<file path="src/common/bst_consts.svh">
// Constants of the boundary-scan test port
`ifndef BST_CONSTS_SVH
`define BST_CONSTS_SVH

`define BST_IR_W       8
`define BST_BSR_W      113
`define BST_ID_W       32
`define BST_FIFO_DEPTH 4
`define BST_TDO_W      2

// Instruction codes, all other codes act as bypass
`define BST_OP_EXTEST  8'h00
`define BST_OP_IDCODE  8'h01
`define BST_OP_SAMPLE  8'h05
`define BST_OP_CLAMP   8'h07
`define BST_OP_HIGHZ   8'h08
`define BST_OP_BYPASS  8'hFF

// Capture pattern for the instruction shift stage
`define BST_IR_CAPTURE 2'h1
// Identification code, value arbitrary, bit 0 set
`define BST_ID_DEFAULT 32'h1000_2001
// Rising edges with select high that force the reset state
`define BST_RESET_EDGES 3'h5

`endif

</file>
<file path="src/common/bst_pkg.sv">
// Types of the boundary-scan test port
`include "bst_consts.svh"

package bst_pkg;

	typedef enum logic [3:0] {
		BST_TLR    = 4'h0,
		BST_RTI    = 4'h1,
		BST_SEL_DR = 4'h3,
		BST_CAP_DR = 4'h2,
		BST_SHF_DR = 4'h6,
		BST_EX1_DR = 4'h7,
		BST_PAU_DR = 4'h5,
		BST_EX2_DR = 4'h4,
		BST_UPD_DR = 4'hC,
		BST_SEL_IR = 4'hD,
		BST_CAP_IR = 4'hF,
		BST_SHF_IR = 4'hE,
		BST_EX1_IR = 4'hA,
		BST_PAU_IR = 4'hB,
		BST_EX2_IR = 4'h9,
		BST_UPD_IR = 4'h8
	} bst_state_t;

	typedef enum logic [1:0] {
		BST_PATH_BYP = 2'h0,
		BST_PATH_BSR = 2'h1,
		BST_PATH_ID  = 2'h2
	} bst_path_t;

	// One output bit with its driver enable
	typedef struct packed {
		logic oe;
		logic bit_v;
	} bst_tdo_t;

endpackage

</file>
<file path="src/verilog/bst_tap.sv">
// Boundary-scan test port sampled on the system clock, with its TDO FIFO
// Function
// Board ties test clock low when unused
// Test data and select inputs pulled up
// Sample on clock rise, drive on fall
// State machine steered by select each rise
// Shift in at MSB, out at LSB
// Output driver on only in shift states
// Five high select edges force reset state
// Idle holds while select stays low
// Data registers hold in data select state
// Capture loads selected register, pins latched
// Shift one bit per test clock
// Pause and second exit resume shifting
// External test outputs change only in update
// Eight-bit instruction effective at update
// Reset loads identification instruction
// Instruction capture loads pattern 01
// Port reset never disturbs memory operation
// Power-up reset leaves output high-impedance
// Exactly one register between TDI and TDO
// Bypass bit, cleared when bypass runs
// Pin chain is 113 bits long
// Hardwired 32-bit identification code captured
// Identification bit 0 reads one
// All sixteen standard controller states
`timescale 1ns/1ps
`default_nettype none
`include "bst_consts.svh"

module bst_fifo #(
	parameter int W     = `BST_TDO_W,
	parameter int DEPTH = `BST_FIFO_DEPTH
) (
	input  wire logic         mclk,
	input  wire logic         rst_n,
	input  wire logic [W-1:0] in_data,
	input  wire logic         in_valid,
	output logic              in_ready,
	output logic [W-1:0]      out_data,
	output logic              out_valid,
	input  wire logic         out_ready
);
	localparam int AW = $clog2(DEPTH);

	logic [W-1:0] mem_q [DEPTH];
	logic [AW:0]  wp_q, wp_d, rp_q, rp_d;
	logic         push, pop;

	assign in_ready  = (wp_q - rp_q) != (AW+1)'(DEPTH);
	assign out_valid = wp_q != rp_q;
	assign out_data  = mem_q[rp_q[AW-1:0]];
	assign push      = in_valid & in_ready;
	assign pop       = out_valid & out_ready;

	always_comb begin
		wp_d = push ? wp_q + (AW+1)'(1) : wp_q;
		rp_d = pop ? rp_q + (AW+1)'(1) : rp_q;
	end

	always_ff @(posedge mclk or negedge rst_n) begin
		if (!rst_n) begin
			wp_q <= '0;
			rp_q <= '0;
		end else begin
			wp_q <= wp_d;
			rp_q <= rp_d;
		end
	end

	// Storage has no reset, only valid words are read
	always_ff @(posedge mclk) begin
		if (push) begin
			mem_q[wp_q[AW-1:0]] <= in_data;
		end
	end
endmodule // bst_fifo

module bst_tap
	import bst_pkg::*;
#(
	parameter logic [`BST_ID_W-1:0] ID_CODE = `BST_ID_DEFAULT,
	parameter int                   BSR_W   = `BST_BSR_W
) (
	input  wire logic             mclk,
	input  wire logic             rst_n,
	input  wire logic             tck,
	input  wire logic             tms,
	input  wire logic             tdi,
	output logic                  tdo_o,
	output logic                  tdo_oe,
	input  wire logic [BSR_W-1:0] pin_levels,
	output logic [BSR_W-1:0]      scan_out,
	output logic                  drive_from_scan,
	output logic                  outputs_hiz
);
	localparam int IR_W = `BST_IR_W;
	localparam int ID_W = `BST_ID_W;

	// Synchronisers; idle level of select and data is high as if pulled up
	logic tck_m, tck_s, tck_p, tms_m, tms_s, tdi_m, tdi_s;
	logic tck_rise, tck_fall, rise_ok;

	always_ff @(posedge mclk or negedge rst_n) begin
		if (!rst_n) begin
			tck_m <= 1'b0;
			tck_s <= 1'b0;
			tck_p <= 1'b0;
			tms_m <= 1'b1;
			tms_s <= 1'b1;
			tdi_m <= 1'b1;
			tdi_s <= 1'b1;
		end else begin
			tck_m <= tck;
			tck_s <= tck_m;
			tck_p <= tck_s;
			tms_m <= tms;
			tms_s <= tms_m;
			tdi_m <= tdi;
			tdi_s <= tdi_m;
		end
	end

	assign tck_rise = tck_s & ~tck_p;
	assign tck_fall = ~tck_s & tck_p;

	// Pins pass two flops; a pin moving at capture may land either way
	logic [BSR_W-1:0] pin_m_q, pin_s_q;
	always_ff @(posedge mclk or negedge rst_n) begin
		if (!rst_n) begin
			pin_m_q <= '0;
			pin_s_q <= '0;
		end else begin
			pin_m_q <= pin_levels;
			pin_s_q <= pin_m_q;
		end
	end

	function automatic bst_path_t path_of(input logic [IR_W-1:0] op);
		unique case (op)
			`BST_OP_EXTEST,
			`BST_OP_SAMPLE: path_of = BST_PATH_BSR;
			`BST_OP_IDCODE: path_of = BST_PATH_ID;
			default:        path_of = BST_PATH_BYP;
		endcase
	endfunction

	function automatic logic is_shift(input bst_state_t s);
		is_shift = (s == BST_SHF_DR) || (s == BST_SHF_IR);
	endfunction

	// Controller
	bst_state_t st_q, st_d;

	always_comb begin
		st_d = st_q;
		if (rise_ok) begin
			unique case (st_q)
				BST_TLR:    st_d = tms_s ? BST_TLR : BST_RTI;
				BST_RTI:    st_d = tms_s ? BST_SEL_DR : BST_RTI;
				BST_SEL_DR: st_d = tms_s ? BST_SEL_IR : BST_CAP_DR;
				BST_CAP_DR: st_d = tms_s ? BST_EX1_DR : BST_SHF_DR;
				BST_SHF_DR: st_d = tms_s ? BST_EX1_DR : BST_SHF_DR;
				BST_EX1_DR: st_d = tms_s ? BST_UPD_DR : BST_PAU_DR;
				BST_PAU_DR: st_d = tms_s ? BST_EX2_DR : BST_PAU_DR;
				BST_EX2_DR: st_d = tms_s ? BST_UPD_DR : BST_SHF_DR;
				BST_UPD_DR: st_d = tms_s ? BST_SEL_DR : BST_RTI;
				BST_SEL_IR: st_d = tms_s ? BST_TLR : BST_CAP_IR;
				BST_CAP_IR: st_d = tms_s ? BST_EX1_IR : BST_SHF_IR;
				BST_SHF_IR: st_d = tms_s ? BST_EX1_IR : BST_SHF_IR;
				BST_EX1_IR: st_d = tms_s ? BST_UPD_IR : BST_PAU_IR;
				BST_PAU_IR: st_d = tms_s ? BST_EX2_IR : BST_PAU_IR;
				BST_EX2_IR: st_d = tms_s ? BST_UPD_IR : BST_SHF_IR;
				BST_UPD_IR: st_d = tms_s ? BST_SEL_DR : BST_RTI;
			endcase
		end
	end

	// Registers
	logic [IR_W-1:0]  ir_q, ir_d, irs_q, irs_d;
	logic             byp_q, byp_d;
	logic [BSR_W-1:0] bsr_q, bsr_d, bout_q, bout_d;
	logic [ID_W-1:0]  id_q, id_d;
	bst_path_t        path;

	assign path = path_of(ir_q);

	always_comb begin
		ir_d   = ir_q;
		irs_d  = irs_q;
		byp_d  = byp_q;
		bsr_d  = bsr_q;
		bout_d = bout_q;
		id_d   = id_q;
		if (rise_ok) begin
			unique case (st_q)
				BST_CAP_IR: irs_d = {irs_q[IR_W-1:2], `BST_IR_CAPTURE};
				BST_SHF_IR: irs_d = {tdi_s, irs_q[IR_W-1:1]};
				BST_UPD_IR: ir_d = irs_q;
				BST_CAP_DR: begin
					unique case (path)
						BST_PATH_BYP: byp_d = 1'b0;
						BST_PATH_BSR: bsr_d = pin_s_q;
						BST_PATH_ID:  id_d = ID_CODE;
					endcase
				end
				BST_SHF_DR: begin
					unique case (path)
						BST_PATH_BYP: byp_d = tdi_s;
						BST_PATH_BSR: bsr_d = {tdi_s, bsr_q[BSR_W-1:1]};
						BST_PATH_ID:  id_d = {tdi_s, id_q[ID_W-1:1]};
					endcase
				end
				BST_UPD_DR: begin
					if (path == BST_PATH_BSR) begin
						bout_d = bsr_q;
					end
				end
				default: ; // Select and pause states hold
			endcase
			if (st_d == BST_TLR) begin
				ir_d = `BST_OP_IDCODE;
			end
		end
	end

	// Only this port is reset here; memory logic never sees it
	always_ff @(posedge mclk or negedge rst_n) begin
		if (!rst_n) begin
			st_q   <= BST_TLR;
			ir_q   <= `BST_OP_IDCODE;
			irs_q  <= '0;
			byp_q  <= 1'b0;
			bsr_q  <= '0;
			bout_q <= '0;
			id_q   <= '0;
		end else begin
			st_q   <= st_d;
			ir_q   <= ir_d;
			irs_q  <= irs_d;
			byp_q  <= byp_d;
			bsr_q  <= bsr_d;
			bout_q <= bout_d;
			id_q   <= id_d;
		end
	end

	assign scan_out        = bout_q;
	assign drive_from_scan = (ir_q == `BST_OP_EXTEST) ||
	                         (ir_q == `BST_OP_CLAMP);
	assign outputs_hiz     = ir_q == `BST_OP_HIGHZ;

	// Beat for TDO is formed at the rise and driven at the next fall
	bst_tdo_t  beat_in, beat_out;
	bst_path_t path_n;
	logic      fifo_rdy, beat_vld;

	assign path_n = path_of(ir_d);

	always_comb begin
		beat_in.oe = is_shift(st_d);
		if (st_d == BST_SHF_IR) begin
			beat_in.bit_v = irs_d[0];
		end else begin
			unique case (path_n)
				BST_PATH_BYP: beat_in.bit_v = byp_d;
				BST_PATH_BSR: beat_in.bit_v = bsr_d[0];
				BST_PATH_ID:  beat_in.bit_v = id_d[0];
				default:      beat_in.bit_v = byp_d;
			endcase
		end
	end

	// A full FIFO stalls the controller rather than losing a beat
	assign rise_ok = tck_rise & fifo_rdy;

	bst_fifo #(
		.W     (`BST_TDO_W),
		.DEPTH (`BST_FIFO_DEPTH)
	) u_tdo_fifo (
		.mclk      (mclk),
		.rst_n     (rst_n),
		.in_data   (beat_in),
		.in_valid  (rise_ok),
		.in_ready  (fifo_rdy),
		.out_data  (beat_out),
		.out_valid (beat_vld),
		.out_ready (tck_fall)
	);

	logic tdo_q, tdo_d, oe_q, oe_d, pop;

	assign pop = beat_vld & tck_fall;

	always_comb begin
		tdo_d = tdo_q;
		oe_d  = oe_q;
		if (pop) begin
			tdo_d = beat_out.bit_v;
			oe_d  = beat_out.oe;
		end
	end

	always_ff @(posedge mclk or negedge rst_n) begin
		if (!rst_n) begin
			tdo_q <= 1'b0;
			oe_q  <= 1'b0;
		end else begin
			tdo_q <= tdo_d;
			oe_q  <= oe_d;
		end
	end

	assign tdo_o  = tdo_q;
	assign tdo_oe = oe_q;

	logic [2:0] hi_cnt_q, hi_cnt_d;

	always_comb begin
		hi_cnt_d = hi_cnt_q;
		if (rise_ok) begin
			if (!tms_s) begin
				hi_cnt_d = 3'h0;
			end else if (hi_cnt_q != `BST_RESET_EDGES) begin
				hi_cnt_d = hi_cnt_q + 3'h1;
			end
		end
	end

	always_ff @(posedge mclk or negedge rst_n) begin
		if (!rst_n) begin
			hi_cnt_q <= 3'h0;
		end else begin
			hi_cnt_q <= hi_cnt_d;
		end
	end
endmodule // bst_tap

`default_nettype wire

</file>
<file path="config.mk">
export PLATFORM = sky130hd
export DESIGN_NAME = bst_tap
export DESIGN_NICKNAME = d
export VERILOG_FILES = /design/src/common/bst_pkg.sv /design/src/verilog/bst_tap.sv
export VERILOG_INCLUDE_DIRS = /design/src /design/src/common
export SDC_FILE = /design/constraint.sdc
export NUM_CORES = 1
export LEC_CHECK = 0
export BUFFER_PORTS_ARGS = -buffer_cell sky130_fd_sc_hd__buf_4
export CORE_UTILIZATION = 25
export DETAILED_ROUTE_END_ITERATION = 8
export HOLD_SLACK_MARGIN = 0.08
export PLACE_DENSITY = 0.41
export SLEW_MARGIN = 20
export SYNTH_ARGS = -nofsm -noshare
export SYNTH_HDL_FRONTEND = slang
export SYNTH_HIERARCHICAL = 1
export SYNTH_SLANG_ARGS = --single-unit
</file>
<file path="constraint.sdc">
create_clock -name mclk -period 9.1 [get_ports mclk]
set_clock_uncertainty 0.2 [all_clocks]
set_input_delay 0.91 -clock mclk [delete_from_list [all_inputs] [get_ports mclk]]
set_output_delay 0.91 -clock mclk [all_outputs]
set_load 0.1 [all_outputs]
</file>
# Yosys cells after proc, flatten, opt, wreduce, memory -nomap -nowiden
# Memories as Yosys holds them, arrays and structs flattened. A register that Yosys moved wholly into a read port is not among the register bits.
# Cells that the tools add are included.
# Widths: inputs -> output; s select.
# word_totals
elab_cells	124
memories	1
inputBits	118
mem_bits_rw	8
reg_bits	518
out_inout_bits	117
# classes
add_sub_neg	3
muxes	37
bitwise_logic	8
n_reduce_logical	20
eq_ne	33
# mem_list
name	depth	width	rd	rd_ports_with_merged_regs	wr	line_no	text
u_tdo_fifo.mem_q	4	2	1	1	1	bst_tap.sv:46	logic [W-1:0] mem_q [DEPTH];
# op_table
cell	count
$mux 113	2
$pmux 113 s2	1
$mux 32	2
$pmux 32 s2	1
$pmux 4 s12	1
$eq 4x4->1 const B	9
$eq 8x3->1 const B	3
$mux 8	3
$eq 4x3->1 const B	5
$mux 4	5
$eq 8x1->1 const B	2
$logic_not 8->1	2
$pmux 8 s2	1
$mux 1	12
$eq 4x2->1 const B	2
$eq 8x4->1 const B	1
$logic_not 4->1	2
$ne 2x2->1 const B	4
$pmux 2 s2	2
$reduce_and 4->1	2
$reduce_or 2->1	4
$add 3x1->3 const B	2
$mux 2	3
$mux 3	2
other kinds (16)	28

# Depth between registers and ports, before layout
# logic_depth
depth_word	13
depth_mapped	16
ltp_nobuf	15

# Hierarchy
# The synthesis kept the hierarchy.
# by_module_without_submodules
mod	area_each_um2	n_inst	seq_area_each_um2	cells_per_inst
bst_tap	18225.0	1	12868.6	1280
bst_fifo	713.2	1	390.4	46

# Worst setup path after synthesis
# No wires, ideal clock.
# synth_path
path_kind	register to output
start	reg ir_q[5]
end	out drive_from_scan
path_slack_ps	4799
arrival_ps	3191
stages_incl_launch_ff	3
required_time_ps	7990
cell_sequence	dfrtp_1 -> or4_1 -> a211oi_1
# synth_via
elab_chain_len	2
# synth_rtl
item	line_no	text
from (decl)	bst_tap.sv:180	logic [IR_W-1:0] ir_q, ir_d, irs_q, irs_d;
from (signal assigned)	bst_tap.sv:231	ir_q <= `BST_OP_IDCODE;
from (signal assigned)	bst_tap.sv:239	ir_q <= ir_d;
$eq 8x3->1 (no source line) or $logic_not 8->1 (tied branches)	n/a	
$logic_or 1x1->1 *	bst_tap.sv:249	assign drive_from_scan = (ir_q == `BST_OP_EXTEST) ||
to (decl)	bst_tap.sv:94	output logic drive_from_scan,
# Every way passes the cells marked *; elsewhere a longest branch is shown, timed or not.

==> metrics <==
setup bufs post-CTS=0; routed vias/inst=4.29; status=complete, no violations; worst slew pin tran=1060 ps; WL/cell=17.2 um; synth warn=6; crit path to=u_tdo_fifo/mem_q[2][0]$_DFFE_PP_; power density of the placed cells=257 nW/um2; post-synth cell types=63; hold crit path type=flip-flop to flip-flop; clk_lat worst skew=610 ps; clk sinks=528; cell total after placement=2461; CTS tree=yes; Slew HR=29.4%; #FFs+latches synth=528; largest net degree at the start of global routing=149; CP Launch Type=flip-flop; port bufs=234; fin util=31.9%; cell depth of the worst flop-to-flop path=14; Via Count=11042; R2R setup slack=4720 ps; Critical Path RT=9270 ps; FFs w/ async S/R, synth=98.5%; Starting Density=25.4%; xor and xnor area share after synthesis=0.403%; Synth Area in Adders=0.595%; Worst R2R Start=u_tdo_fifo/wp_q[0]$_DFFE_PN0P_; Routed WL=44400 um; fin cells=2575; maximum VDD drop=0.140 mV; diodes inserted=0; Die Area=76900 um2; leakage=11.0 nW; io pins=235; area share of the largest cell type after synthesis=68.0%; Rows=100; top cells by area, synth=dfrtp_1 (68%), mux2_2 (7.3%), mux2i_1 (6.3%); final setup violation count=0; post-synthesis mux area share=13.9%; Final GP Congestion=0.757; Critical Path Fanout Max=12; max-slew violations=0; drt first-iter violations=663; synthesized area=18900 um2; RR Endpoint=u_tdo_fifo/mem_q[2][0]$_DFFE_PP_; Post-synth EDFFs=8; post_cts resized=0; Tmin final=4380 ps; number of remaining DRC errors=0; Die H=277 um; critical path arrival=4560 ps; filler instances=7400; fraction of the mapped netlist area in simple logic gates=6.05%; max-cap violations=0; Synth Area in Compound Gates=6.94%; CTS Buffer Depth=3; Setup crit end kind=flip-flop; ys flop type=dfrtp_1; Core Region=74700 um2; DIE WIDTH=277 um; nets=1683; RSZ-0062 raised after global routing=false; Net Count, Synth=1453; Mapped Cells=1326; TritonRoute pass-1 iters=5; antenna violations before repair=0; largest family of logic cells by synthesized area=multiplexers; Final ANT Viol Nets=0; register clock-pin slew on the reported worst setup and hold paths=60 ps; GRT Total Usage=11.7%; CTS Buf Count=61; Mapped Avg Cell Area=14.3 um2; sequential share of the synthesized area=70.0%; Synth-to-Final Area Change=25.7%; setup TNS=0 ps; first-pass GRT wire length=71200 um; post-DP HPWL=26800 um; H-tree depth=2; Yosys top cell by area=dfrtp_1; CP Class=flip-flop to flip-flop; FMAX=228 MHz; hold-fix buffers at CTS=0; global route total overflow=0; crit share post-route=48.2%; CTS root buffer=clkbuf_16; Critical Path Source=u_tdo_fifo/wp_q[0]$_DFFE_PN0P_; vias in the first global route=11869; Final Hold Fails=0; share of cells above drive strength 1=30.6%
==> area by class of cell <==
cell class              count  area (um2)  share of cell area, %
repair buffers            248        1910                   8.02
well taps                 969        1210                   5.09
multi-input cells         707        5300                   22.3
clock buffers              95        1820                   7.66
flip-flops and latches    528       13300                   55.7
clock inverters            18         265                   1.11
inverters                  10        37.5                  0.158
==> cell usage after synthesis, types with 2 or more instances <==
library cell / n
a41oi_1: 2
nor2b_1: 2
ha_1: 9
and3_1: 3
a21oi_1: 7
nor3b_1: 2
mux4_2: 2
o31ai_1: 112
nand4_1: 3
nor4_2: 2
dfrtp_1: 515
a211oi_1: 2
or3b_2: 2
and4_1: 2
buf_1: 2
nand2b_1: 3
or4_1: 2
o2111ai_1: 2
inv_1: 10
o221ai_1: 2
mux2i_1: 119
o21a_1: 2
xnor2_1: 4
and2_1: 5
mux2_2: 123
nor2_1: 20
or3_1: 2
dfstp_2: 5
xnor2_2: 2
nand3_1: 6
clkbuf_1: 41
nand4bb_1: 2
nand2_1: 191
nor3_1: 3
o21ai_0: 44
edfxtp_1: 8
buf_2: 37
==> critical path, cell delays in order (launching register included) <==
cell	delay, ps
dfrtp_1	400
inv_1	150
ha_1	160
nor2b_1	250
xnor2_2	140
nand3_1	150
nand4bb_1	520
nor2_2	530
nand2_1	200
a211oi_1	310
o21a_1	170
ha_1	270
nor3b_1	210
mux2i_1	100
a41oi_1	390
==> power by group <==
part	internal, mW	switching, mW	total [mW]
registers	2.49	0.134	2.63
logic	0.387	0.602	0.989
clock network	1.54	0.968	2.51
total	4.42	1.70	6.12
==> metrics by stage <==
step | setup WS, ps | instance area, um2 | power (mW) | hold WS, ps
after detailed placement | 4770 | 21700 | 3.68 | 135
after global placement | 4900 | 21700 | 3.66 | 133
after CTS | 4710 | 23800 | 6.25 | 133
final | 4720 | 23800 | 6.12 | 133
after global routing | 4230 | 23800 | 6.43 | 145
after floorplan | 4800 | 18900 | 3.35 | 131
==> worst min-delay path by stage <==
stage	from	end	depth (start not counted)
2_1_floorplan	pin_m_q[0]$_DFF_PN0_	pin_s_q[0]$_DFF_PN0_	0
3_5_place_dp	pin_m_q[103]$_DFF_PN0_	pin_s_q[103]$_DFF_PN0_	0
6_report	pin_m_q[38]$_DFF_PN0_	pin_s_q[38]$_DFF_PN0_	0
5_1_grt	pin_m_q[38]$_DFF_PN0_	pin_s_q[38]$_DFF_PN0_	0
4_1_cts	pin_m_q[38]$_DFF_PN0_	pin_s_q[38]$_DFF_PN0_	0
3_3_place_gp	pin_m_q[74]$_DFF_PN0_	pin_s_q[74]$_DFF_PN0_	0
==> routing by layer <==
| layer | global-route usage (%) | share of wire [%] | up-vias |
|---|---|---|---|
| met5 | 0 | 0 | - |
| met4 | 4.09 | 2.6 | 0 |
| met3 | 2.41 | 4.7 | 78 |
| met2 | 18.9 | 48 | 240 |
| met1 | 15.6 | 45 | 5621 |
| li1 | - | - | 5103 |
==> logic make-up (layout without fill, tap and decap cells) <==
group,count (synthesis),in the layout
DFF,528,528
and+or+nand+nor,260,260
muxes,245,245
AOI/OAI and AO/OA,186,186
buffers and inverters,91,371
adders and majority gates,9,9
xor gates and xnor gates,7,7
==> sequential cells by signal, summed over array words and instances (netlist names) <==
register / count
bsr_q: 113
st_q: 4
tdo_oe: 1
tdi_s: 1
byp_q: 1
pin_s_q: 113
tck_m: 1
tms_m: 1
pin_m_q: 113
tdi_m: 1
id_q: 32
u_tdo_fifo/wp_q: 3
u_tdo_fifo/mem_q: 8
ir_q: 8
tms_s: 1
u_tdo_fifo/rp_q: 3
scan_out: 113
tck_s: 1
tck_p: 1
tdo_o: 1
irs_q: 8
==> cell usage in the layout, fill, tap and decap left out, types with 8 or more instances in the layout <==
master / instances
buf_4: 243
clkbuf_1: 17
clkbuf_16: 61
clkbuf_8: 17
clkinv_2: 8
dfrtp_1: 514
edfxtp_1: 8
ha_1: 9
inv_1: 10
mux2_2: 123
mux2i_1: 119
nand2_1: 191
nor2_1: 20
o21ai_0: 44
o31ai_1: 112
Note: power is estimated with default switching activity, not from simulation.
